## config.mk

```make
export PLATFORM = sky130hd
export DESIGN_NAME = ssc_top
export DESIGN_NICKNAME = d
export VERILOG_FILES = /design/src/ssc_mux_decode.v /design/src/ssc_step_skip.v /design/src/ssc_top.v
export VERILOG_INCLUDE_DIRS = /design/src /design/src/src
export SDC_FILE = /design/constraint.sdc
export NUM_CORES = 1
export LEC_CHECK = 0
export ABC_AREA = 1
export CAP_MARGIN = 25
export CORE_ASPECT_RATIO = 2
export CORE_UTILIZATION = 56
export DETAILED_ROUTE_END_ITERATION = 16
export DONT_BUFFER_PORTS = 1
export PLACE_DENSITY = 0.84
export SYNTH_ARGS = -nofsm -noshare
export SYNTH_HDL_FRONTEND = slang
export SYNTH_SLANG_ARGS = --single-unit
```

## constraint.sdc

```tcl
create_clock -name core_clk_i -period 1.3 [get_ports core_clk_i]
set_clock_uncertainty 0.1 [all_clocks]
set_input_delay 0.39 -clock core_clk_i [delete_from_list [all_inputs] [get_ports core_clk_i]]
set_output_delay 0.39 -clock core_clk_i [all_outputs]
set_load 0.02 [all_outputs]
```

## src/ssc_defines.vh

```
// constants for the sequencer step 13 configuration block
// Overview of operation
// - bit 15 of the step register enables the step, 0 disabled and 1 enabled.
// - gain field 14:13 decodes 00 to gain 1, 01 to gain 2, and 10 or 11 to gain 4.
// - bit 4 selects the negative input, 0 analog ground and 1 external input 7.
// - positive select codes 0000 to 0111 pick external inputs 0 to 7 in order.
// - upper positive codes route internal sources (test dac, supply/4, power monitors) with automatic negative input.
// - the negative select bit is ignored whenever the positive code picks the negative input automatically.
// - the register resets to 000d: disabled, gain 1, negative automatic (bit 4 is 0 but ignored), positive code 1101.
// - positive code 1000 is temperature sensor a and 1001 an internal short to ground, both with automatic negative.
`ifndef SSC_DEFINES_VH
`define SSC_DEFINES_VH
`define SSC_REG_INDEX 8'h9d
`define SSC_REG_ADDR 10'h274
`define SSC_RESET_VAL 16'h000d
`define SSC_WR_MASK 16'he01f
`define SSC_EN_BIT 15
`define SSC_GAIN_HI 14
`define SSC_GAIN_LO 13
`define SSC_NEG_BIT 4
`define SSC_POS_HI 3
`define SSC_POS_LO 0
`define SSC_GAIN_X1 3'h1
`define SSC_GAIN_X2 3'h2
`define SSC_GAIN_X4 3'h4
`define SSC_NEG_SRC_GND 2'h0
`define SSC_NEG_SRC_IN7 2'h1
`define SSC_NEG_SRC_AUTO 2'h2
`define SSC_POS_EXT_MAX 4'h7
`define SSC_POS_TEMP 4'h8
`define SSC_POS_SHORT 4'h9
`define SSC_RESP_OKAY 2'h0
`define SSC_RESP_SLVERR 2'h2
`endif

```

## src/ssc_mux_decode.v

```verilog
// decode of the step fields into converter mux and gain controls
`timescale 1ns/1ps
`default_nettype none
`include "ssc_defines.vh"
module ssc_mux_decode (
    input wire [15:0] cfg_i,
    output reg step_enable_o,
    output reg [2:0] gain_o,
    output reg [15:0] pos_onehot_o,
    output reg [1:0] neg_src_o
);
    wire [3:0] pos_code;
    wire [1:0] gain_code;
    integer k;
    assign pos_code = cfg_i[`SSC_POS_HI:`SSC_POS_LO];
    assign gain_code = cfg_i[`SSC_GAIN_HI:`SSC_GAIN_LO];
    // one-hot select keeps the mux switch drive glitch free
    always @*
    begin
        step_enable_o = cfg_i[`SSC_EN_BIT];
        case (gain_code)
            2'h0: gain_o = `SSC_GAIN_X1;
            2'h1: gain_o = `SSC_GAIN_X2;
            default: gain_o = `SSC_GAIN_X4;
        endcase
        pos_onehot_o = 16'h0000;
        for (k = 0; k < 16; k = k + 1)
        begin
            // 0..7 external inputs, 8 temp, 9 short, 10..15 internal sources
            if (pos_code == k[3:0])
                pos_onehot_o[k] = 1'b1;
        end
        if (pos_code > `SSC_POS_EXT_MAX)
            neg_src_o = `SSC_NEG_SRC_AUTO;
        else if (cfg_i[`SSC_NEG_BIT])
            neg_src_o = `SSC_NEG_SRC_IN7;
        else
            neg_src_o = `SSC_NEG_SRC_GND;
    end
endmodule // ssc_mux_decode
`default_nettype wire

```

## src/ssc_step_skip.v

```verilog
// per-step conversion start or skip decision for the sequencer
`timescale 1ns/1ps
`default_nettype none
module ssc_step_skip (
    input wire step_enable_i,
    input wire step_arrive_i,
    output wire start_conv_o,
    output wire skip_step_o
);
    // a disabled step passes straight on, no conversion is started
    assign start_conv_o = step_arrive_i & step_enable_i;
    assign skip_step_o = step_arrive_i & ~step_enable_i;
endmodule // ssc_step_skip
`default_nettype wire

```

## src/ssc_top.v

```verilog
// sequencer step 13 configuration register with axi4-lite slave
`timescale 1ns/1ps
`default_nettype none
`include "ssc_defines.vh"
module ssc_top (
    input wire core_clk_i,
    input wire resetn_i,
    input wire [31:0] s_axi_awaddr_i,
    input wire s_axi_awvalid_i,
    output reg s_axi_awready_o,
    input wire [31:0] s_axi_wdata_i,
    input wire [3:0] s_axi_wstrb_i,
    input wire s_axi_wvalid_i,
    output reg s_axi_wready_o,
    output reg [1:0] s_axi_bresp_o,
    output reg s_axi_bvalid_o,
    input wire s_axi_bready_i,
    input wire [31:0] s_axi_araddr_i,
    input wire s_axi_arvalid_i,
    output reg s_axi_arready_o,
    output reg [31:0] s_axi_rdata_o,
    output reg [1:0] s_axi_rresp_o,
    output reg s_axi_rvalid_o,
    input wire s_axi_rready_i,
    input wire step_arrive_i,
    output reg step_enable_o,
    output reg [2:0] gain_o,
    output reg [15:0] pos_onehot_o,
    output reg [1:0] neg_src_o,
    output reg start_conv_o,
    output reg skip_step_o
);
    reg [15:0] cfg_r;
    reg aw_held_r;
    reg w_held_r;
    reg [31:0] awaddr_r;
    reg [31:0] wdata_r;
    reg [3:0] wstrb_r;
    wire dec_en;
    wire [2:0] dec_gain;
    wire [15:0] dec_pos;
    wire [1:0] dec_neg;
    wire sk_start;
    wire sk_skip;
    wire aw_fire;
    wire w_fire;
    wire do_write;
    wire wr_hit;
    wire rd_hit;
    wire [15:0] merged;
    assign aw_fire = s_axi_awvalid_i & s_axi_awready_o;
    assign w_fire = s_axi_wvalid_i & s_axi_wready_o;
    // write commits once both address and data are held and no response is pending
    assign do_write = aw_held_r & w_held_r & ~s_axi_bvalid_o;
    // word index compare; the two low byte-address bits are ignored for aligned words
    assign wr_hit = (awaddr_r[11:2] == {2'b00, `SSC_REG_INDEX});
    assign rd_hit = (s_axi_araddr_i[11:2] == {2'b00, `SSC_REG_INDEX}) && (s_axi_araddr_i[31:12] == 20'h00000);
    // only the low two byte lanes reach the 16-bit register; reserved bits stay zero
    assign merged = {(wstrb_r[1] ? wdata_r[15:8] : cfg_r[15:8]),
                     (wstrb_r[0] ? wdata_r[7:0] : cfg_r[7:0])} & `SSC_WR_MASK;
    ssc_mux_decode u_dec (
        .cfg_i(cfg_r),
        .step_enable_o(dec_en),
        .gain_o(dec_gain),
        .pos_onehot_o(dec_pos),
        .neg_src_o(dec_neg)
    );
    ssc_step_skip u_skip (
        .step_enable_i(cfg_r[`SSC_EN_BIT]),
        .step_arrive_i(step_arrive_i),
        .start_conv_o(sk_start),
        .skip_step_o(sk_skip)
    );
    // write channels: address and data accepted in either order
    always @(posedge core_clk_i)
    begin
        if (!resetn_i)
        begin
            aw_held_r <= 1'b0;
            w_held_r <= 1'b0;
            awaddr_r <= 32'h00000000;
            wdata_r <= 32'h00000000;
            wstrb_r <= 4'h0;
            s_axi_awready_o <= 1'b0;
            s_axi_wready_o <= 1'b0;
            s_axi_bvalid_o <= 1'b0;
            s_axi_bresp_o <= `SSC_RESP_OKAY;
        end
        else
        begin
            s_axi_awready_o <= ~aw_held_r & ~aw_fire & ~s_axi_bvalid_o;
            s_axi_wready_o <= ~w_held_r & ~w_fire & ~s_axi_bvalid_o;
            if (aw_fire)
            begin
                aw_held_r <= 1'b1;
                awaddr_r <= s_axi_awaddr_i;
                s_axi_awready_o <= 1'b0;
            end
            if (w_fire)
            begin
                w_held_r <= 1'b1;
                wdata_r <= s_axi_wdata_i;
                wstrb_r <= s_axi_wstrb_i;
                s_axi_wready_o <= 1'b0;
            end
            if (do_write)
            begin
                aw_held_r <= 1'b0;
                w_held_r <= 1'b0;
                s_axi_bvalid_o <= 1'b1;
                s_axi_awready_o <= 1'b0;
                s_axi_wready_o <= 1'b0;
                // unmapped addresses answer slverr and change nothing
                s_axi_bresp_o <= (wr_hit && awaddr_r[31:12] == 20'h00000) ? `SSC_RESP_OKAY : `SSC_RESP_SLVERR;
            end
            else if (s_axi_bvalid_o && s_axi_bready_i)
                s_axi_bvalid_o <= 1'b0;
        end
    end
    // the configuration register itself
    always @(posedge core_clk_i)
    begin
        if (!resetn_i)
            cfg_r <= `SSC_RESET_VAL;
        else if (do_write && wr_hit && awaddr_r[31:12] == 20'h00000)
            cfg_r <= merged;
    end
    // read channel: one read at a time, data one cycle after the address
    always @(posedge core_clk_i)
    begin
        if (!resetn_i)
        begin
            s_axi_arready_o <= 1'b0;
            s_axi_rvalid_o <= 1'b0;
            s_axi_rdata_o <= 32'h00000000;
            s_axi_rresp_o <= `SSC_RESP_OKAY;
        end
        else
        begin
            s_axi_arready_o <= ~s_axi_rvalid_o & ~(s_axi_arvalid_i & s_axi_arready_o);
            if (s_axi_arvalid_i && s_axi_arready_o)
            begin
                s_axi_arready_o <= 1'b0;
                s_axi_rvalid_o <= 1'b1;
                s_axi_rdata_o <= rd_hit ? {16'h0000, cfg_r} : 32'h00000000;
                s_axi_rresp_o <= rd_hit ? `SSC_RESP_OKAY : `SSC_RESP_SLVERR;
            end
            else if (s_axi_rvalid_o && s_axi_rready_i)
                s_axi_rvalid_o <= 1'b0;
        end
    end
    // registered controls toward the converter; one cycle behind the register
    always @(posedge core_clk_i)
    begin
        if (!resetn_i)
        begin
            step_enable_o <= 1'b0;
            gain_o <= `SSC_GAIN_X1;
            pos_onehot_o <= 16'h2000;
            neg_src_o <= `SSC_NEG_SRC_AUTO;
            start_conv_o <= 1'b0;
            skip_step_o <= 1'b0;
        end
        else
        begin
            step_enable_o <= dec_en;
            gain_o <= dec_gain;
            pos_onehot_o <= dec_pos;
            neg_src_o <= dec_neg;
            start_conv_o <= sk_start;
            skip_step_o <= sk_skip;
        end
    end
endmodule // ssc_top
`default_nettype wire

```

# After elaboration in Yosys (flattened, before gate mapping)
# Cells that the tools add are included.
[word_totals]
ff_bits = 125
latch_bits = 0
ram_bits = 0
romBits = 0
in_bits = 108
output_inout_bits = 65
elab_cells = 106
memories = 0
[op_classes]
addsub = 0
multipliers = 0
div_mod_pow = 0
magnitude_cmp = 1
eq_ne = 18
shift = 0
muxes = 25
bitwise_logic = 21
n_reduce_logical = 20
[op_table]
columns = ["cell", "count"]
rows = [
  ["logical NOT 20 bit", 2],
  ["== test 4 bit (second input constant)", 8],
  ["2-to-1 mux 1 bit", 21],
  ["== test 10 x 8 -> 1 bit (second input constant)", 2],
  ["== test 4 x 3 -> 1 bit (second input constant)", 4],
  ["2-to-1 mux 16 bit", 1],
  ["bitwise AND 1 bit", 12],
  ["NOT 1 bit", 9],
  ["== test 4 x 2 -> 1 bit (second input constant)", 2],
  ["logical AND 1 bit", 7],
  ["case mux 3 bit (2 select lines)", 1],
  ["OR reduction 2 bit", 3],
  ["OR reduction 3 bit", 2],
  ["== test 4 x 1 -> 1 bit (second input constant)", 1],
  ["greater-than comparator 4 x 3 -> 1 bit (second input constant)", 1],
  ["logical NOT 4 bit", 1],
  ["2-to-1 mux 2 bit", 2],
  ["AND reduction 2 bit", 2],
  ["nonzero test 2 bit", 2],
  ["== test 2 x 1 -> 1 bit (second input constant)", 1],
  ["logical NOT 2 bit", 1],
]

# Logic depth before layout (Yosys ltp)
[logic_depth]
depth_word = 5
ltp_mapped = 10
ltp_nobuf = 10

# Cells and area by module
# From an unflattened synthesis, not the netlist that was laid out.
[unflattened]
hier_cells = 494
area_unflattened_um2 = 3613.5
[modules_own_cells]
columns = ["module", "n_inst", "cells_per_inst", "area_per_inst_um2", "seq_area_each_um2"]
rows = [
  ["ssc_top", 1, 454, 3457.1, 1781.7],
  ["ssc_mux_decode", 1, 36, 138.9, 0.0],
  ["ssc_step_skip", 1, 4, 17.5, 0.0],
]

# Least setup slack after synthesis
# No wires, ideal clock.
[synth_timing]
kind = "reg-to-reg"
from = "register s_axi_arready_o"
to = "register s_axi_rdata_o[0]"
setup_time_ps = 74
arrival_ps = 1172
required_time_ps = 1126
setup_slack_ps = -46
stages_incl_launch_ff = 7
path_buffers = 0
period_less_slack_ps = 1346
path_cell_list = "dfxtp_1 nand2_2 inv_2 nand3_1 nor3_2 nand2_2 o21ai_0"
[synth_via]
elab_chain_cells = 1
[synth_lines]
columns = ["element", "line", "text"]
rows = [
  ["start: declaration", "ssc_top.v:20", "output reg s_axi_arready_o,"],
  ["start signal: assignment", "ssc_top.v:140", "s_axi_arready_o <= ~s_axi_rvalid_o & ~(s_axi_arvalid_i & s_axi_arready_o);"],
  ["logical AND 1 bit", "ssc_top.v:141", "if (s_axi_arvalid_i && s_axi_arready_o)"],
  ["end signal: assignment", "ssc_top.v:145", "s_axi_rdata_o <= rd_hit ? {16'h0000, cfg_r} : 32'h00000000;"],
  ["end: declaration", "ssc_top.v:21", "output reg [31:0] s_axi_rdata_o,"],
]
# Every way passes these cells.
# A chain may end at the register's enable or synchronous reset.

# Final worst setup path
[layout_timing]
from = "register s_axi_bvalid_o"
to = "output port s_axi_bvalid_o"
[layout_rtl]
columns = ["element", "line", "text"]
rows = [
  ["start: declaration", "ssc_top.v:16", "output reg s_axi_bvalid_o,"],
  ["start signal: assignment", "ssc_top.v:86", "s_axi_bvalid_o <= 1'b0;"],
  ["start signal: assignment", "ssc_top.v:110", "s_axi_bvalid_o <= 1'b1;"],
  ["start signal: assignment", "ssc_top.v:117", "s_axi_bvalid_o <= 1'b0;"],
]
# No word-level cell between the ends.

==> results.ini <==
[status]
status = finished, violations left
violations = design-rule violations, negative setup slack

[power_and_ir_drop]
seqPwrFrac_pct = 50.3
ir_drop_mv = 1.23
p_int_w = 0.00437
p_sw_share_pct = 25.3
power_w = 0.00585
net-switching-power_w = 0.00148
cellPowerDensity_nw_per_um2 = 1470
leakagePower_nw = 1.72
power_frac_comb_pct = 9.5
p_clk_share_pct = 40.2

[drt]
dr.first_iter.drc_count = 120
first_pass_iters = 12
drtAntennaViolNets = 0
drt_wl_total_um = 6800
viasPerCell = 5.16
drcViolationCount = 9
vias = 2753
post_drt_wl_per_cell_um = 12.7

[logic_synthesis]
syn_area_um2 = 3450
synth_area_per_cell_um2 = 7.75
synth_cells = 446
synthTopCellsByArea = dfxtp_1 (52%), nor2_1 (13%), o21ai_0 (7.4%), buf_4 (5.7%), nand2_1 (4.6%)
synth-seq-cells = 89
yosys_warnings = 0
synth_seq_area_share_pct = 51.6
yosysTopAreaCell = dfxtp_1
synth_top_area_share_pct = 51.6
ys_types = 25

[placed_design]
dp_hpwl_um = 4950
port_buffers = 0
gp_routability_congestion = 0.791

[grt]
grt.busiest_layer = met2
grt_util_met3_pct = 5.37
grt_max_degree = 75
grt_pass1_wl_um = 11000
grtUsageMet2_pct = 40.0
grt_pass1_vias = 2552
met1_usage_pct = 22.2
antenna_found_initial = 0
grt_overflow = 0
grtUsageTotal_pct = 22.4

[worst_hold_path]
hp-class = input pin to flip-flop
hold_depth = 1
min_to = gain_o[0]
worst_hold_startpoint = resetn_i

[clocking]
h-tree-depth = 3
clk_pin_slew_ns = 0.06
cts_tree = built
cts_buffers = 9
insertion_delay_ns = 0.34
clock_path_buffers = 2
cts.sinks = 89
cts_root_buf = clkbuf_16

[floorplan]
fp-row-count = 40
die_height_um = 113
core_um2 = 5960
start_util_pct = 58.0
num_io_pins = 173
dieArea_um2 = 6510
die_w_um = 57.5

[finish]
final_cell_mix = nor2_1 (108), dfxtp_1 (72), o21ai_0 (48), inv_1 (34), nand2_1 (34)
final_layout_size_suffix_gt1_share_pct = 21.0
layout_commonest_cell = nor2_1
area_delta_synth_final_pct = 15.4
final_core_util_pct = 66.9
fillers = 489
insertedDiodeCount = 0
nNetsFinal = 574

[critical_path]
rr_startpoint = awaddr_r[31]
required_ns = 0.81
slowest_stage = dfxtp_2
cpMostUsedCell = buf_6
critPathCaptureType = output port
worst-path-buf-inv = 2
path_cells = buf_6, buf_6
critPathMaxFanout = 2
crit_path_start_kind = flip-flop
critPathKind = flip-flop to output port
r2r_end = cfg_r[1]
r2r_slack_ns = -0.02
cp_top_family = flip-flops
arrival_ns = 0.90
r2r_cells = 7
max_stage_delay_ns = 0.32

[sta]
final_hold_viol_count = 0
setup_viol = 6
fin_crit_sh_pct = 107
fin_setup_tns_ns = -0.141
postLayoutSetupSlackWorst_ns = -0.0932
rsz0062_at_grt = true
min_period_ns = 1.39
drv_slew = 0
fmax_ghz = 0.718

[job]
maxCapViolations = 0

-- final cells by class --
class                      instances  area, um2  area share, %
multi-input combinational        301       1450           36.5
timing repair buffer              24        211           5.30
inverter                          41        160           4.02
clock inverter                     7       53.8           1.35
clock buffer                       9        225           5.65
sequential                        89       1800           45.2
tap                               63       78.8           1.98
-- repair_timing --
action                                  4_1_cts  5_1_grt
resized for setup                            31       25
hold buffers                                  0        0
pin swaps                                     8        9
endpoints found under the setup margin       14       54
buffers inserted                              2        1
-- metrics by stage --
| step | area, um2 | hold WS (ns) | setup WS, ns | instances |
|---|---|---|---|---|
| floorplan | 3550 | 0.320 | 0.0398 | 471 |
| global placement | 3550 | 0.335 | -0.0667 | 515 |
| detailed placement | 3550 | 0.344 | -0.0795 | 515 |
| CTS | 3930 | 0.0264 | -0.101 | 533 |
| global route | 3990 | 0.0285 | -0.117 | 534 |
| finish | 3990 | 0.0373 | -0.0932 | 534 |
-- synthesized netlist by cell type, drive strengths merged --
library cell and count:
o21ai 51, buf 32, nor3 7, nand2 47, clkinv 1, conb 1, inv 40, nand3b 1
o31ai 1, dfxtp 89, nand4 14, nand3 19, nor2 121, a21oi 14, clkbuf 8
-- power groups by stage --
stage | registers (W) | logic [W] | clock network (W)
3_5_place_dp | 0.00298 | 0.000507 | 0
4_1_cts | 0.00293 | 0.000545 | 0.00240
5_1_grt | 0.00295 | 0.000626 | 0.00253
3_3_place_gp | 0.00298 | 0.000494 | 0
6_report | 0.00294 | 0.000555 | 0.00235
2_1_floorplan | 0.00298 | 0.000452 | 0
-- sequential cells by signal, summed over array words and instances (netlist names) --
signal / cells
aw_held_r: 1
awaddr_r: 30
cfg_r: 8
gain_o: 3
neg_src_o: 2
pos_onehot_o: 16
s_axi_arready_o: 1
s_axi_awready_o: 1
s_axi_bresp_o: 1
s_axi_bvalid_o: 1
s_axi_rdata_o: 8
s_axi_rresp_o: 1
s_axi_rvalid_o: 1
s_axi_wready_o: 1
skip_step_o: 1
start_conv_o: 1
step_enable_o: 1
w_held_r: 1
wdata_r: 8
wstrb_r: 2
-- cell families after synthesis --
kind of cell	Yosys count	synth area share [%]
AOI/OAI and AO/OA	66	9.63
and+or+nand+nor	209	26.9
other	1	0.109
DFF	89	51.6
buffers and inverters	81	11.8
-- per-layer routing --
metal	up-vias	routed length, um
met5	-	0
met4	0	195
met3	16	341
met2	99	3770
met1	1228	2500
li1	1410	-
-- worst max-delay path by stage --
stage / startpoint / end / depth (start not counted)
5_1_grt: awaddr_r[30] / cfg_r[4] / 9
3_3_place_gp: awaddr_r[13] / cfg_r[1] / 8
4_1_cts: s_axi_bvalid_o / s_axi_bvalid_o / 2
6_report: s_axi_bvalid_o / s_axi_bvalid_o / 2
3_5_place_dp: s_axi_araddr_i[31] / s_axi_rdata_o[3] / 5
2_1_floorplan: s_axi_bvalid_o / cfg_r[4] / 8
Note: power is estimated with default switching activity, not from simulation.
